`src/verilog/idc_pkg.sv`:
```
// Constants and types for the instruction decode and execute block
package idc_pkg;
    localparam int          OSC_PER_CYCLE  = 4;
    localparam int          OSC_MHZ        = 4;
    localparam int          CYCLE_NS       = 1000 * OSC_PER_CYCLE / OSC_MHZ;
    localparam int          PTR_W          = 11;
    localparam int          WORD_W         = 12;
    localparam int          DATA_W         = 8;
    localparam int          SLOT_W         = 5;
    localparam int          WDT_W          = 8;
    localparam int          PRE_W          = 8;
    localparam int          BYTE_OP_LSB    = 6;
    localparam int          BIT_OP_LSB     = 8;
    localparam int          LIT_OP_LSB     = 8;
    localparam int          JMP_OP_LSB     = 9;
    localparam int          DEST_BIT       = 5;
    localparam int          POS_LSB        = 5;
    localparam int          FLAG_PAGE_LSB  = 5;
    localparam logic [3:0]  OP_SUBJUMP     = 4'h9;
    localparam logic [2:0]  OP_ABSJUMP     = 3'h5;
    localparam logic [6:0]  OP_ZREG        = 7'h03;
    localparam logic [11:0] W_ZACC         = 12'h040;
    localparam logic [11:0] W_WDSVC        = 12'h004;
    localparam logic [11:0] W_NOP          = 12'h000;
    localparam logic [PTR_W-1:0] PTR_RST   = 11'h7FF;
    localparam logic [DATA_W-1:0] ACC_RST  = 8'h00;
    localparam logic [WDT_W-1:0] WDT_RST   = 8'h00;
    localparam logic [1:0]  PHASE_LAST     = 2'h3;
    typedef enum logic [1:0] {IDC_EXEC, IDC_FLUSH} idc_state_t;
endpackage : idc_pkg
```
`src/verilog/idc_core.sv`:
```
// Instruction decode and execute for call, clears and watchdog service
//
// Design decisions made here: strobed register access and the placing of the registers.
`timescale 1ns/100ps
module idc_core
(
    input  wire logic        REF_CLK_I,
    input  wire logic        SYS_RST_I,
    input  wire logic [11:0] INSN_WORD_I,
    input  wire logic [7:0]  FLAGS_I,
    input  wire logic [7:0]  REG_RDATA_I,
    input  wire logic        PRESCALE_TO_WDT_I,
    output logic      [10:0] INSN_PTR_O,
    output logic             FETCH_O,
    output logic      [4:0]  REG_ADDR_O,
    output logic      [7:0]  REG_WDATA_O,
    output logic             REG_WE_O,
    output logic      [7:0]  ACC_O,
    output logic             NULL_SET_O,
    output logic             PUSH_O,
    output logic      [10:0] PUSH_DATA_O,
    output logic             WDT_CLEAR_O,
    output logic             PRESCALE_CLEAR_O,
    output logic             FLAGS_SET_O,
    output logic             CYCLE_END_O,
    output logic      [11:0] OPCODE_O,
    output logic             DEST_REG_O,
    output logic      [2:0]  BIT_POS_O,
    output logic      [7:0]  IMM8_O,
    output logic      [8:0]  IMM9_O
);
    logic [1:0]               phase_r;
    logic                     cyc_end;
    idc_pkg::idc_state_t      state_r;
    logic [10:0]              ptr_r;
    logic [7:0]               acc_r;
    logic [11:0]              insn;
    logic                     is_call;
    logic                     is_zreg;
    logic                     is_zacc;
    logic                     is_wdsvc;
    logic [10:0]              call_tgt;
    logic                     fetch_r;
    logic [4:0]               reg_addr_r;
    logic [7:0]               reg_wdata_r;
    logic                     reg_we_r;
    logic                     null_r;
    logic                     push_r;
    logic [10:0]              push_data_r;
    logic                     wdt_clr_r;
    logic                     pre_clr_r;
    logic                     flags_set_r;
    logic [11:0]              opc_r;
    logic                     dest_r;
    logic [2:0]               pos_r;
    logic [7:0]               imm8_r;
    logic [8:0]               imm9_r;

    // Field slice for the register file write address
    function automatic logic [4:0] slot_of(input logic [11:0] w);
        slot_of = w[idc_pkg::SLOT_W-1:0];
    endfunction : slot_of

    // Oscillator periods divided into an instruction cycle enable
    always_ff @(posedge REF_CLK_I)
    begin
        if (SYS_RST_I)
            phase_r <= 2'h0;
        else
            phase_r <= phase_r + 2'h1;
    end
    assign cyc_end = (phase_r == idc_pkg::PHASE_LAST);

    // Flush cycle runs the prefetched word as a no-op
    assign insn = (state_r == idc_pkg::IDC_FLUSH) ? idc_pkg::W_NOP
                                                  : INSN_WORD_I;

    // Only zero accumulator and watchdog service are full-width compares; call ignores bits 7:0 and zero register bits 4:0
    assign is_call  = insn[11:idc_pkg::LIT_OP_LSB] == idc_pkg::OP_SUBJUMP;
    assign is_zreg  = insn[11:idc_pkg::SLOT_W] == idc_pkg::OP_ZREG;
    assign is_zacc  = insn == idc_pkg::W_ZACC;
    assign is_wdsvc = insn == idc_pkg::W_WDSVC;

    assign call_tgt = {FLAGS_I[6:idc_pkg::FLAG_PAGE_LSB], 1'b0,
                       insn[idc_pkg::DATA_W-1:0]};

    always_ff @(posedge REF_CLK_I)
    begin
        if (SYS_RST_I)
            state_r <= idc_pkg::IDC_EXEC;
        else if (cyc_end)
        begin
            case (state_r)
                idc_pkg::IDC_EXEC:
                    if (is_call)
                        state_r <= idc_pkg::IDC_FLUSH;
                idc_pkg::IDC_FLUSH:
                    state_r <= idc_pkg::IDC_EXEC;
                default:
                    state_r <= idc_pkg::IDC_EXEC;
            endcase
        end
    end

    // Pointer; the call loads its target on the same edge that pushes the old value plus one
    always_ff @(posedge REF_CLK_I)
    begin
        if (SYS_RST_I)
            ptr_r <= idc_pkg::PTR_RST;
        else if (cyc_end)
            ptr_r <= is_call ? call_tgt : ptr_r + 11'h1;
    end

    always_ff @(posedge REF_CLK_I)
    begin
        if (SYS_RST_I)
        begin
            push_r      <= 1'b0;
            push_data_r <= 11'h000;
        end
        else
        begin
            push_r      <= cyc_end && is_call;
            push_data_r <= ptr_r + 11'h1;
        end
    end

    // Accumulator: cleared by its op only; the zero register branch needs target 0, which that op never has
    always_ff @(posedge REF_CLK_I)
    begin
        if (SYS_RST_I)
            acc_r <= idc_pkg::ACC_RST;
        else if (cyc_end && is_zacc)
            acc_r <= 8'h00;
        else if (cyc_end && is_zreg && !insn[idc_pkg::DEST_BIT])
            acc_r <= 8'h00;
    end

    // Register file write; zero register op always has target bit 1
    always_ff @(posedge REF_CLK_I)
    begin
        if (SYS_RST_I)
        begin
            reg_we_r    <= 1'b0;
            reg_addr_r  <= 5'h00;
            reg_wdata_r <= 8'h00;
        end
        else
        begin
            reg_we_r    <= cyc_end && is_zreg
                           && insn[idc_pkg::DEST_BIT];
            reg_addr_r  <= slot_of(insn);
            reg_wdata_r <= 8'h00;
        end
    end

    // Status side effects, one-cycle pulses at cycle end
    always_ff @(posedge REF_CLK_I)
    begin
        if (SYS_RST_I)
        begin
            null_r      <= 1'b0;
            wdt_clr_r   <= 1'b0;
            pre_clr_r   <= 1'b0;
            flags_set_r <= 1'b0;
            fetch_r     <= 1'b0;
        end
        else
        begin
            null_r      <= cyc_end && (is_zreg || is_zacc);
            wdt_clr_r   <= cyc_end && is_wdsvc;
            pre_clr_r   <= cyc_end && is_wdsvc
                           && PRESCALE_TO_WDT_I;
            flags_set_r <= cyc_end && is_wdsvc;
            fetch_r     <= cyc_end;
        end
    end

    // Field decode register for the rest of the datapath
    always_ff @(posedge REF_CLK_I)
    begin
        if (SYS_RST_I)
        begin
            opc_r  <= 12'h000;
            dest_r <= 1'b1;
            pos_r  <= 3'h0;
            imm8_r <= 8'h00;
            imm9_r <= 9'h000;
        end
        else if (cyc_end)
        begin
            opc_r  <= insn;
            dest_r <= insn[idc_pkg::DEST_BIT];
            pos_r  <= insn[7:idc_pkg::POS_LSB];
            imm8_r <= insn[idc_pkg::DATA_W-1:0];
            imm9_r <= insn[idc_pkg::JMP_OP_LSB-1:0];
        end
    end

    assign INSN_PTR_O       = ptr_r;
    assign FETCH_O          = fetch_r;
    assign REG_ADDR_O       = reg_addr_r;
    assign REG_WDATA_O      = reg_wdata_r;
    assign REG_WE_O         = reg_we_r;
    assign ACC_O            = acc_r;
    assign NULL_SET_O       = null_r;
    assign PUSH_O           = push_r;
    assign PUSH_DATA_O      = push_data_r;
    assign WDT_CLEAR_O      = wdt_clr_r;
    assign PRESCALE_CLEAR_O = pre_clr_r;
    assign FLAGS_SET_O      = flags_set_r;
    assign CYCLE_END_O      = cyc_end;
    assign OPCODE_O         = opc_r;
    assign DEST_REG_O       = dest_r;
    assign BIT_POS_O        = pos_r;
    assign IMM8_O           = imm8_r;
    assign IMM9_O           = imm9_r;
endmodule : idc_core

```
`config.mk`:
```
export PLATFORM = sky130hd
export DESIGN_NAME = idc_core
export DESIGN_NICKNAME = d
export VERILOG_FILES = /design/src/verilog/idc_pkg.sv /design/src/verilog/idc_core.sv
export SDC_FILE = /design/constraint.sdc
export NUM_CORES = 1
export LEC_CHECK = 0
export ABC_AREA = 1
export BUFFER_PORTS_ARGS = -buffer_cell sky130_fd_sc_hd__buf_2
export CORE_AREA = 2 2 85 87
export CTS_BUF_LIST = sky130_fd_sc_hd__clkbuf_4
export DETAILED_ROUTE_END_ITERATION = 8
export DIE_AREA = 0 0 87 89
export PLACE_DENSITY = 0.73
export SYNTH_ARGS = -nofsm -noshare
export SYNTH_HDL_FRONTEND = slang
export SYNTH_SLANG_ARGS = --single-unit
export TNS_END_PERCENT = 20
```
`constraint.sdc`:
```
create_clock -name REF_CLK_I -period 1.3 [get_ports REF_CLK_I]
set_input_delay 0.13 -clock REF_CLK_I [delete_from_list [all_inputs] [get_ports REF_CLK_I]]
set_output_delay 0.13 -clock REF_CLK_I [all_outputs]
set_load 0.02 [all_outputs]
```
# Word-level counts from Yosys, hierarchy flattened
# Index checks and enable logic that the tools add are counted.
[totals]
reg_bits = 70
output_inout_bits = 84
input_bits = 31
[classes]
muxes = 4
n_eq_ne = 7
addsub = 2
reduce_logical = 9
[op_table]
columns = ["op", "count"]
rows = [
  ["== test 12 x 3 -> 1 bit (second input constant)", 1],
  ["== test 12 x 7 -> 1 bit (second input constant)", 1],
  ["2-to-1 mux 12 bit", 1],
  ["adder 11 x 1 -> 11 bit (second input constant)", 1],
  ["2-to-1 mux 11 bit", 1],
  ["== test 7 x 2 -> 1 bit (second input constant)", 1],
  ["logical AND 1 bit", 6],
  ["== test 4 bit (second input constant)", 1],
  ["2-to-1 mux 2 bit", 2],
  ["adder 2 x 1 -> 2 bit (second input constant)", 1],
  ["== test 2 x 1 -> 1 bit (second input constant)", 1],
  ["== test 2 bit (second input constant)", 1],
  ["logical NOT 2 bit", 1],
  ["!= test 2 bit (second input constant)", 1],
  ["AND reduction 2 bit", 1],
  ["logical OR 1 bit", 1],
]

# Depth between registers and ports, before layout
# Gate-level depths: netlist of run 1.
[logic_depth]
ltp_word = 5
depth_mapped = 8

# Worst setup path after synthesis of run 1
# No wires, ideal clock.
[synth_timing]
path_type = "reg-to-reg"
startpoint = "register ptr_r[0] (netlist: INSN_PTR_O[0])"
endpoint = "register ptr_r[8] (netlist: INSN_PTR_O[8])"
path_stages_with_launch = 7
arrival_ns = 1.251
required_ns = 1.185
n_path_buf = 0
setup_ns = 0.115
path_slack_ns = -0.066
cell_sequence = "dfxtp_1 ha_1 nand3_1 o21ai_0 nand2_1 nand2_1 nand2_1"
[synth_via]
elab_chain_len = 2
[synth_lines]
columns = ["element", "line", "rtl"]
rows = [
  ["from (decl)", "idc_core.sv:35", "logic [10:0] ptr_r;"],
  ["from (signal assigned)", "idc_core.sv:109", "ptr_r <= idc_pkg::PTR_RST;"],
  ["from (signal assigned)", "idc_core.sv:111", "ptr_r <= is_call ? call_tgt : ptr_r + 11'h1;"],
  ["adder 11 x 1 -> 11 bit", "idc_core.sv:111", ""],
  ["2-to-1 mux 11 bit", "idc_core.sv:111", ""],
]
# Every way passes these cells.
# A chain may end at the register's enable or synchronous reset.

# Final worst setup path of run 1
[layout_timing]
startpoint = "register phase_r[0]"
endpoint = "output CYCLE_END_O"
[layout_via]
elab_chain_len = 1
[layout_lines]
columns = ["element", "line", "rtl"]
rows = [
  ["from (decl)", "idc_core.sv:32", "logic [1:0] phase_r;"],
  ["from (signal assigned)", "idc_core.sv:70", "phase_r <= phase_r + 2'h1;"],
  ["== test 2 bit", "idc_core.sv:72", "assign cyc_end = (phase_r == idc_pkg::PHASE_LAST);"],
  ["to (decl)", "idc_core.sv:25", "output logic CYCLE_END_O,"],
]
# Every way passes these cells.

==> qor.csv, run 1 <==
stage;metric;value;unit
worst_setup_path;cp-start-kind;flop;
yosys;ys.flop_type;dfxtp_1;
yosys;synth.distinct_cells;26;
worst_setup_path;path_max_fanout;6;
yosys;synth_top_cell_by_area;dfxtp_1;
placed_design;io_buffers;84;
worst_setup_path;rr_worst_depth;6;
detailed_routing;drtAntennaViolNets;0;
timing;whs;0.03777;ns
timing;rsz0062_at_grt;yes;
cts;cts_num_sinks;49;
yosys;netlist_instances;308;
cts;clkTransAtPathRegs;0.15;ns
timing;hold_viol_final;0;
timing;finalSetupViolCount;0;
yosys;yosys.area.top_type_share;42.45;%
grt;grt_pass1_vias;2006;
cts;clock_path_buffers;2;
placed_design;gp_congestion;0.8398;
final_layout;multi_input_comb_area;959.7;um2
timing;period_minus_slack;1.293;ns
detailed_routing;num_vias;2080;
grt;antenna_found_initial;0;
cts;ctsRootBufferMaster;clkbuf_4;
worst_hold_path;hold_depth;3;
yosys;netlist_top_cells_count;64 x nand2_1, 49 x dfxtp_1, 37 x buf_4;
cts;cts_tree;done;
timing;maxSlewViolCount;0;
worst_setup_path;cp-end-kind;primary output;
floorplan;die_y;89;um
final_layout;nNetsFinal;416;
final_layout;area_growth;21.60;%
floorplan;num_rows;30;
timing;max_freq;0.7732;GHz
worst_setup_path;cp_data_arrival_time;1.16;ns
final_layout;drive_gt1_share;35.16;%
worst_setup_path;path_class;reg -> out;
yosys;ys_seq_area_share;42.45;%
grt;grt_first_pass_wirelength;9025;um
worst_hold_path;min_from;INSN_WORD_I[11];
yosys;synth_seq_cells;49;
yosys;syn-cell-area;2311;um2
grt;grt_use_total;14.85;%
floorplan;io_pins;115;
floorplan;initial_core_util;34.39;%
outcome;outcome;finished, final reports clean;
worst_hold_path;hp-class;in -> reg;
yosys;synth_edf_count;0;
power;p_leak;1.525;nW
cts;numCtsBuffers;5;
timing;fin_ws;0.006647;ns
detailed_routing;wirelength;5571;um
yosys;async_reset_ff_share;0;%
yosys;yosysWarnings;0;
floorplan;coreArea;6719;um2
power;peakVddDrop;0.0004425;V
yosys;synth_area_leaders;dfxtp_1 42%, buf_4 12%, nand2_1 10%;
flow_run;drv_cap;0;
final_layout;fill_cells;713;
worst_setup_path;crit_required;1.17;ns
yosys;yosysMostFrequentCell;nand2_1;
power;p_per_area;1205;nW/um2
placed_design;pre_cts_slack;0.02218;ns
grt;overflow;0;
detailed_routing;firstDrtPassIters;4;
worst_setup_path;startpoint;phase_r[0];
yosys;avgSynthCellArea;7.503;um2
cts;worst_skew_pair.late_latency;0.38;ns
detailed_routing;drt_iter0_markers;84;
detailed_routing;drc;0;
final_layout;seq_area;988.4;um2
final_layout;diodes;0;
detailed_routing;wl_per_cell;12.01;um
cts;htree_levels;2;
detailed_routing;viasPerCell;4.483;
floorplan;die_w;87;um
placed_design;dp_hpwl;4114;um
timing;clock_skew;0.01374;ns
worst_setup_path;reg2reg_from;phase_r[0];
grt;grt_max_degree;26;
timing;finalCritPeriodShare;99.49;%
floorplan;die_area;7743;um2
-- final cells by class --
| cell class | instances | share of cell area, % |
|---|---|---|
| inverter | 31 | 4.230 |
| timing repair buffer | 100 | 20.08 |
| clock buffer | 6 | 1.603 |
| multi-input combinational | 196 | 34.15 |
| clock inverter | 2 | 1.202 |
| tap | 80 | 3.562 |
| sequential | 49 | 35.17 |
-- report_power, final --
group | leakage [nW] | total, mW | internal [mW] | switching, mW
clock | 0.0433 | 0.914 | 0.422 | 0.493
combinational | 1.08 | 0.803 | 0.270 | 0.533
sequential | 0.400 | 1.67 | 1.61 | 0.0605
total | 1.52 | 3.39 | 2.30 | 1.09
-- flip-flops by register name (all words and copies together), names as in the netlist --
signal / flops
OPCODE_O: 12
phase_r: 2
DEST_REG_O: 1
state_r: 1
PUSH_DATA_O: 11
FLAGS_SET_O: 1
NULL_SET_O: 1
PRESCALE_CLEAR_O: 1
REG_ADDR_O: 5
FETCH_O: 1
INSN_PTR_O: 11
PUSH_O: 1
REG_WE_O: 1
-- through the flow --
stage          total power [mW]  cell area (um2)  setup TNS, ns  instances  utilization, %
2_1_floorplan             2.300             2370       -0.08594        323               -
3_3_place_gp              2.456             2640              0        452           39.29
3_5_place_dp              2.469             2640              0        452           39.29
4_1_cts                   3.396             2778              0        463           41.34
5_1_grt                   3.579             2810       -0.04156        464           41.83
6_report                  3.385             2810              0        464           41.83
-- critical path: stages, from the launching register on --
cell and delay, ns:
dfxtp_2 0.37, ha_4 0.16, buf_6 0.13, buf_6 0.12
-- cell families (layout without fill, tap and decap cells) --
kind of cell,after synthesis,after routing,synth area share [%]
xor+xnor,1,1,0.3791
compound gates,48,48,10.72
simple gates,129,129,25.45
fa+ha+maj,2,2,1.083
other cells,1,16,0.1623
flops,49,49,42.45
buf+inv,78,139,19.76
-- layout by cell type (no fill, tap or decap), drive strengths merged --
cell type    instances
o21ai               19
nor2                35
xor2                 1
nand3               21
conb                16
bufinv               1
ha                   2
buf                 96
clkinv               1
nand2               70
clkbuf               6
a21oi               29
inv                 31
nand4                1
dlygate4sd3          4
or2                  2
dfxtp               49
-- timing repair --
action / in CTS / in global routing
resized for setup: 8 / 10
setup buffers: 0 / 0
hold buffers: 3 / 1
pin swaps: 1 / 0
setup endpoints to repair: 3 / 16
endpoints found under the hold margin: 3 / 1
gates cloned: 0 / 0
-- worst paths after layout --
path | endpoint | slack [ns]
max | CYCLE_END_O | 0.007
min | OPCODE_O[11] | 0.04
max reg2reg | INSN_PTR_O[6] | 0.09
min reg2reg | phase_r[0] | 0.45
-- layer usage --
layer / vias up / track usage [%] / wire (um)
li1: 1062 / - / -
met1: 940 / 18.18 / 2471
met2: 71 / 25.12 / 2613
met3: 7 / 3.786 / 414
met4: 0 / 5.682 / 72
met5: - / 0 / 0
Power figures use the tool's default switching activity.
==> run 2, diff against run 1 <==
ABC_AREA = default   (was 1)
CTS_CLUSTER_SIZE = 40   (was default)
==> run 2 against run 1 <==
- the run now ends with negative setup slack left
- maximum frequency fell by 8.9%
- routed wire length rose by 4.2%
- total power rose by 6.0%
- non-clock buffer count increased by 25
- first-iteration DRC count increased by 25%
- worst setup slack lost 0.13 ns
- combinational power up 27%
- sequential share of layout area decreased by 2.7 points
==> qor.csv, run 2 <==
stage;metric;value;unit;change
cts;numCtsBuffers;5;;unchanged
worst_hold_path;holdPathEnd;REG_WE_O;;was OPCODE_O[11]
power;seq_power_share;46.5;%;was 49.3%
worst_setup_path;crit_required;1.60;ns;was 1.17 ns
placed_design;dp_hpwl;4269;um;was 4114 um
worst_setup_path;rr_worst_depth;5;;was 6
yosys;netlist_top_cells_count;49 x dfxtp_1, 37 x buf_4, 34 x nor2_1;;was 64 x nand2_1, 49 x dfxtp_1, 37 x buf_4
floorplan;num_rows;30;;unchanged
detailed_routing;drt_iter0_markers;105;;was 84
yosys;yosysMostFrequentCell;dfxtp_1;;was nand2_1
power;switchingPower;1.118;mW;was 1.086 mW
cts;clock_path_buffers;2;;unchanged
flow_run;drv_cap;0;;unchanged
worst_setup_path;rrSetupSlack;-0.12;ns;was 0.09 ns
worst_setup_path;startpoint;phase_r[0];;unchanged
timing;rsz0062_at_grt;yes;;unchanged
yosys;synth_top_cell_by_area;dfxtp_1;;unchanged
worst_setup_path;path_class;reg -> reg;;was reg -> out
grt;grt_use_total;14.92;%;was 14.85%
floorplan;die_area;7743;um2;unchanged
floorplan;die_w;87;um;unchanged
cts;cts_num_sinks;49;;unchanged
grt;grt_first_pass_wirelength;9059;um;was 9025 um
cts;clkTransAtPathRegs;0.13;ns;was 0.15 ns
worst_setup_path;cp-end-kind;flop;;was primary output
floorplan;die_y;89;um;unchanged
outcome;violations;negative setup slack;;
floorplan;io_pins;115;;unchanged
yosys;netlist_instances;259;;was 308
power;p_leak;1.496;nW;was 1.525 nW
yosys;yosysWarnings;0;;unchanged
worst_setup_path;cp_data_arrival_time;1.72;ns;was 1.16 ns
worst_hold_path;min_from;INSN_WORD_I[8];;was INSN_WORD_I[11]
final_layout;final_common_cell;buf_2;;unchanged
worst_setup_path;cpLargestDelayFamily;buffers and inverters;;was flip-flops
worst_setup_path;path_buf_inv;2;;unchanged
floorplan;coreArea;6719;um2;unchanged
final_layout;nNetsFinal;387;;was 416
placed_design;pre_cts_slack;-0.2831;ns;was 0.02218 ns
power;intPower;2.471;mW;was 2.299 mW
timing;hold_viol_final;0;;unchanged
timing;fin_ws;-0.1200;ns;was 0.006647 ns
worst_setup_path;crit_chain;ha_4, clkinvlp_4, buf_4, or2_2, a21oi_1;;was ha_4, buf_6, buf_6
timing;clock_skew;0.01113;ns;was 0.01374 ns
grt;overflow;0;;unchanged
worst_setup_path;path_max_fanout;12;;was 6
power;pwr-share-comb;28.4;%;was 23.7%
timing;finalSetupTns;-1.141;ns;was 0 ns
detailed_routing;drc;0;;unchanged
placed_design;gp_congestion;0.8549;;was 0.8398
detailed_routing;drtAntennaViolNets;0;;unchanged
timing;max_freq;0.7042;GHz;was 0.7732 GHz
worst_setup_path;crit_slowest_cell;dfxtp_2;;unchanged
yosys;ys_seq_area_share;42.52;%;was 42.45%
worst_setup_path;reg2reg_from;phase_r[0];;unchanged
cts;worst_skew_pair.late_latency;0.37;ns;was 0.38 ns
power;pwr-share-clk;25.0;%;was 27.0%
timing;maxSlewViolCount;0;;unchanged
yosys;synth.distinct_cells;45;;was 26
yosys;synth_seq_cells;49;;unchanged
timing;period_minus_slack;1.420;ns;was 1.293 ns
power;p_per_area;1165;nW/um2;was 1205 nW/um2
power;p_sw_share;31.15;%;was 32.07%
grt;antenna_found_initial;0;;unchanged
placed_design;io_buffers;84;;unchanged
timing;finalCritPeriodShare;109.2;%;was 99.49%
yosys;synth_area_leaders;dfxtp_1 43%, buf_4 12%, nor2_1 5.5%;;was dfxtp_1 42%, buf_4 12%, nand2_1 10%
worst_setup_path;rr_endpoint;OPCODE_O[3];;was INSN_PTR_O[6]
floorplan;initial_core_util;34.34;%;was 34.39%
worst_hold_path;hold_depth;3;;unchanged
worst_setup_path;cp_slowest_stage_delay;0.37;ns;about the same
final_layout;diodes;0;;unchanged
detailed_routing;wl_per_cell;13.34;um;was 12.01 um
final_layout;area_growth;33.57;%;was 21.60%
yosys;async_reset_ff_share;0;%;unchanged
final_layout;drive_gt1_share;47.32;%;was 35.16%
cts;ctsRootBufferMaster;clkbuf_4;;unchanged
detailed_routing;viasPerCell;4.703;;was 4.483
worst_hold_path;hp-class;in -> reg;;unchanged
grt;grt_pass1_vias;1877;;was 2006
timing;finalSetupViolCount;20;;was 0
cts;cts_tree;done;;unchanged
power;peakVddDrop;0.0005100;V;was 0.0004425 V
outcome;outcome;finished, violations left;;was finished, final reports clean
yosys;yosys.area.top_type_share;42.52;%;was 42.45%
cts;htree_levels;2;;unchanged
grt;grt_max_degree;44;;was 26
detailed_routing;num_vias;2046;;was 2080
worst_setup_path;cp-start-kind;flop;;unchanged
detailed_routing;firstDrtPassIters;4;;unchanged
yosys;avgSynthCellArea;8.908;um2;was 7.503 um2
final_layout;final_cell_mix;82 x buf_2, 39 x dfxtp_1, 34 x buf_4;;was 83 x buf_2, 64 x nand2_1, 43 x dfxtp_1
yosys;ys.flop_type;dfxtp_1;;unchanged
yosys;syn-cell-area;2307;um2;was 2311 um2
yosys;synth_edf_count;0;;unchanged
detailed_routing;wirelength;5804;um;was 5571 um
final_layout;largest_reg_flops;12;;unchanged
==> run 2: how the worst max path moves through the flow <==
stage                               end  depth (start not counted)
final                       OPCODE_O[3]                          5
after global routing       OPCODE_O[11]                          6
after CTS                 INSN_PTR_O[4]                          5
after detailed placement  INSN_PTR_O[1]                          6
after global placement    INSN_PTR_O[3]                          6
after floorplan           INSN_PTR_O[9]                          5
==> run 2: logic make-up (layout without fill, tap and decap cells) <==
kind of cell / count (synthesis) / count (layout) / share of synthesized area (%)
buffers and inverters: 60 / 141 / 17.19
AO/OA/AOI/OAI: 44 / 44 / 13.29
AND/OR/NAND/NOR: 88 / 88 / 19.69
adder cells (fa/ha/maj): 2 / 2 / 1.084
other: 1 / 16 / 0.1625
XOR/XNOR: 9 / 9 / 3.417
multiplexers: 6 / 6 / 2.657
flip-flops: 49 / 49 / 42.52
==> run 2: final cells by class <==
cell class	count	area [um2]
Clock buffer	6	45.04
Inverter	8	33.78
Timing Repair Buffer	125	787.0
Clock inverter	2	33.78
Fill cell	657	3637
Tap cell	80	100.1
Sequential cell	49	1001
Multi-Input combinational cell	165	1081
==> run 2: timing repair <==
item	in CTS	in global routing
hold buffers	1	0
pin swaps	9	7
cloned	0	0
setup endpoints to repair	24	30
gates resized for setup	17	9
setup buffers	5	2
endpoints found under the hold margin	1	0
==> run 2: metal layers <==
| layer | share of wire, % | GRT usage [%] |
|---|---|---|
| met5 | 0 | 0 |
| met1 | 47 | 20.03 |
| met2 | 46 | 24.50 |
| met3 | 6.4 | 3.970 |
| met4 | 0.95 | 2.557 |
==> run 2: power groups by stage <==
| stage | combinational [mW] | sequential, mW | clock (mW) |
|---|---|---|---|
| 2_1_floorplan | 0.573 | 1.83 | 0 |
| 3_3_place_gp | 0.950 | 1.70 | 0 |
| 3_5_place_dp | 0.962 | 1.70 | 0 |
| 4_1_cts | 1.01 | 1.67 | 0.931 |
| 5_1_grt | 1.12 | 1.68 | 0.973 |
| 6_report | 1.02 | 1.67 | 0.899 |
==> run 2: per-stage QoR <==
| stage | hold slack [ns] | cell area, um2 | total power, mW | util, % | std cells |
|---|---|---|---|---|---|
| 6_report | 0.05589 | 3082 | 3.589 | 45.87 | 435 |
| 5_1_grt | 0.04906 | 3082 | 3.770 | 45.87 | 435 |
| 4_1_cts | 0.05516 | 3035 | 3.608 | 45.18 | 433 |
| 3_5_place_dp | 0.3393 | 2851 | 2.664 | 42.44 | 419 |
| 3_3_place_gp | 0.3366 | 2851 | 2.651 | 42.44 | 419 |
| 2_1_floorplan | 0.1995 | 2450 | 2.402 | - | 274 |
==> run 2: worst register-to-register path: cells and delay by family, from the launching register on <==
family | cells | cell delay (ns)
compound gates | 1 | 0.13
fa+ha+maj | 1 | 0.16
buf+inv | 2 | 0.42
flops | 1 | 0.37
simple gates | 1 | 0.28
==> run 3, diff against run 2 <==
SETUP_SLACK_MARGIN = 0.3   (was default)
SLEW_MARGIN = 20   (was default)
==> run 3 against run 2 <==
- the flow still finishes with violations (negative setup slack)
- worst setup slack improved by 0.011 ns
- clock skew up 0.0028 ns
- die area unchanged
- total power grew 3.8%
- non-clock buffer count grew 2
- flip-flop and latch count is the same
- final cell count up 0.46%
- sequential share of layout area decreased by 3.9 points
- global-route usage grew 0.78 points
- via count grew 2.2%
- critical endpoint is now INSN_PTR_O[6]
- largest power group unchanged
==> qor.csv, run 3 (same netlist as run 2, synthesis figures left out) <==
stage;metric;value;unit;change
outcome;outcome;finished, violations left;;unchanged
outcome;violations;negative setup slack;;unchanged
grt;antenna_found_initial;0;;unchanged
power;p_sw_share;32.86;%;was 31.15%
final_layout;drive_gt1_share;63.03;%;was 47.32%
final_layout;final_cell_mix;73 x buf_6, 32 x dfxtp_2, 31 x buf_4;;was 82 x buf_2, 39 x dfxtp_1, 34 x buf_4
worst_setup_path;cpLargestDelayFamily;compound AO/OA/AOI/OAI gates;;was buffers and inverters
floorplan;num_rows;30;;unchanged
power;pwr-share-comb;35.5;%;was 28.4%
timing;finalSetupTns;-0.3619;ns;was -1.141 ns
grt;grt_first_pass_wirelength;9542;um;was 9059 um
final_layout;fin_area;3680;um2;was 3082 um2
worst_setup_path;reg2reg_from;state_r[0];;was phase_r[0]
worst_hold_path;holdPathEnd;REG_ADDR_O[3];;was REG_WE_O
worst_setup_path;path_class;reg -> reg;;unchanged
power;peakVddDrop;0.0005529;V;was 0.0005100 V
placed_design;dp_hpwl;4121;um;was 4269 um
grt;grt_use_total;15.69;%;was 14.92%
power;intPower;2.503;mW;was 2.471 mW
placed_design;gp_congestion;0.8887;;was 0.8549
worst_setup_path;crit_slowest_cell;dfxtp_2;;unchanged
placed_design;io_buffers;84;;unchanged
final_layout;area_growth;59.49;%;was 33.57%
floorplan;die_w;87;um;unchanged
power;switchingPower;1.225;mW;was 1.118 mW
grt;grt_max_degree;34;;was 44
worst_setup_path;rr_endpoint;INSN_PTR_O[6];;was OPCODE_O[3]
worst_setup_path;crit_chain;nor4b_4, buf_4, buf_4, a211oi_1, a21oi_1, a2bb2oi_2;;was ha_4, clkinvlp_4, buf_4, or2_2, a21oi_1
detailed_routing;wirelength;6298;um;was 5804 um
cts;htree_levels;2;;unchanged
worst_setup_path;path_buf_inv;2;;unchanged
floorplan;die_y;89;um;unchanged
timing;maxSlewViolCount;0;;unchanged
timing;rsz0062_at_grt;yes;;unchanged
worst_hold_path;hold_depth;3;;unchanged
final_layout;largest_reg_flops;12;;unchanged
power;p_per_area;1013;nW/um2;was 1165 nW/um2
worst_setup_path;crit_required;1.61;ns;was 1.60 ns
flow_run;drv_cap;0;;unchanged
worst_hold_path;hp-class;in -> reg;;unchanged
detailed_routing;drtAntennaViolNets;0;;unchanged
power;pwr-share-clk;19.1;%;was 25.0%
worst_setup_path;cpMostUsedCell;buf_4;;
cts;worst_skew_pair.late_latency;0.37;ns;about the same
detailed_routing;num_vias;2092;;was 2046
final_layout;final_common_cell;buf_6;;was buf_2
timing;finalCritPeriodShare;108.4;%;was 109.2%
worst_setup_path;rrSetupSlack;-0.11;ns;was -0.12 ns
cts;numCtsBuffers;5;;unchanged
worst_setup_path;path_max_fanout;4;;was 12
grt;overflow;0;;unchanged
worst_setup_path;rr_worst_depth;6;;was 5
timing;period_minus_slack;1.409;ns;was 1.420 ns
cts;cts_num_sinks;49;;unchanged
final_layout;nNetsFinal;389;;was 387
detailed_routing;viasPerCell;4.787;;was 4.703
floorplan;die_area;7743;um2;unchanged
worst_setup_path;cp_slowest_stage_delay;0.36;ns;was 0.37 ns
placed_design;placed_area;2846;um2;was 2851 um2
cts;ctsRootBufferMaster;clkbuf_4;;unchanged
placed_design;pre_cts_slack;-0.2015;ns;was -0.2831 ns
detailed_routing;firstDrtPassIters;4;;unchanged
timing;finalSetupViolCount;12;;was 20
worst_setup_path;cp_data_arrival_time;1.72;ns;about the same
timing;fin_ws;-0.1089;ns;was -0.1200 ns
detailed_routing;drt_iter0_markers;113;;was 105
detailed_routing;wl_per_cell;14.41;um;was 13.34 um
cts;clock_path_buffers;2;;unchanged
timing;clock_skew;0.01390;ns;was 0.01113 ns
worst_setup_path;cp-start-kind;flop;;unchanged
detailed_routing;drc;0;;unchanged
power;seq_power_share;45.4;%;was 46.5%
grt;grt_pass1_vias;2001;;was 1877
power;total_power;3.727;mW;was 3.589 mW
cts;cts_tree;done;;unchanged
worst_hold_path;min_from;INSN_WORD_I[3];;was INSN_WORD_I[8]
timing;max_freq;0.7098;GHz;was 0.7042 GHz
timing;whs;0.05082;ns;was 0.05589 ns
power;p_leak;1.631;nW;was 1.496 nW
cts;clkTransAtPathRegs;0.14;ns;was 0.13 ns
floorplan;coreArea;6719;um2;unchanged
timing;hold_viol_final;0;;unchanged
worst_setup_path;cp-end-kind;flop;;unchanged
floorplan;initial_core_util;34.34;%;unchanged
final_layout;diodes;0;;unchanged
floorplan;io_pins;115;;unchanged
run 3: changes by cell type in the layout (fill, tap and decap cells not counted), sizes merged:
cell      before  now
buf          124  126
clkinv         1    3
bufinv         1    0
clkinvlp       1    0
run 3: per-stage QoR:
stage | utilization (%) | std cells
finish | 54.77 | 437
global route | 54.77 | 437
CTS | 51.27 | 434
detailed placement | 42.37 | 419
global placement | 42.37 | 419
floorplan | - | 274
run 3: layout make-up:
type / count / area, um2
clock buffer: 6 / 45.04
clock inverter: 2 / 10.01
fill: 579 / 3039
inverter: 8 / 58.81
multi-input combinational: 165 / 1225
sequential: 49 / 1051
tap: 80 / 100.1
timing repair buffer: 127 / 1190
run 3: worst max path at each step:
stage | start | end | slack, ns | cells after the start
2_1_floorplan | INSN_PTR_O[2] | INSN_PTR_O[9] | -0.06 | 5
3_3_place_gp | INSN_WORD_I[10] | INSN_PTR_O[0] | -0.16 | 5
3_5_place_dp | INSN_WORD_I[10] | INSN_PTR_O[0] | -0.20 | 5
4_1_cts | state_r[0] | INSN_PTR_O[4] | -0.06 | 5
5_1_grt | state_r[0] | INSN_PTR_O[6] | -0.18 | 6
6_report | state_r[0] | INSN_PTR_O[6] | -0.11 | 6
run 3: worst register-to-register path: stages, from the launching register on:
cell,delay [ns]
dfxtp_2,0.36
nor4b_4,0.23
buf_4,0.17
buf_4,0.13
a211oi_1,0.07
a21oi_1,0.23
a2bb2oi_2,0.16
run 3: per-layer routing:
metal,vias up,share of wire (%),wire length (um),track usage [%]
li1,1015,-,-,-
met1,990,43,2680,19.30
met2,77,51,3181,26.23
met3,10,5.4,342,4.709
met4,0,1.5,93,5.398
met5,-,0,0,0
run 3: what timing repair did:
action,in CTS,in global routing
endpoints found under the hold margin,1,0
setup buffers,6,3
endpoints found under the setup margin,90,111
pin swaps,25,15
hold buffers,1,0
resized for setup,150,71
run 3: power groups by stage:
stage	registers, mW	clock network, mW	logic, mW
5_1_grt	1.71	0.796	1.41
4_1_cts	1.67	0.734	1.17
3_3_place_gp	1.69	0	0.961
3_5_place_dp	1.70	0	0.971
2_1_floorplan	1.83	0	0.581
6_report	1.69	0.712	1.32
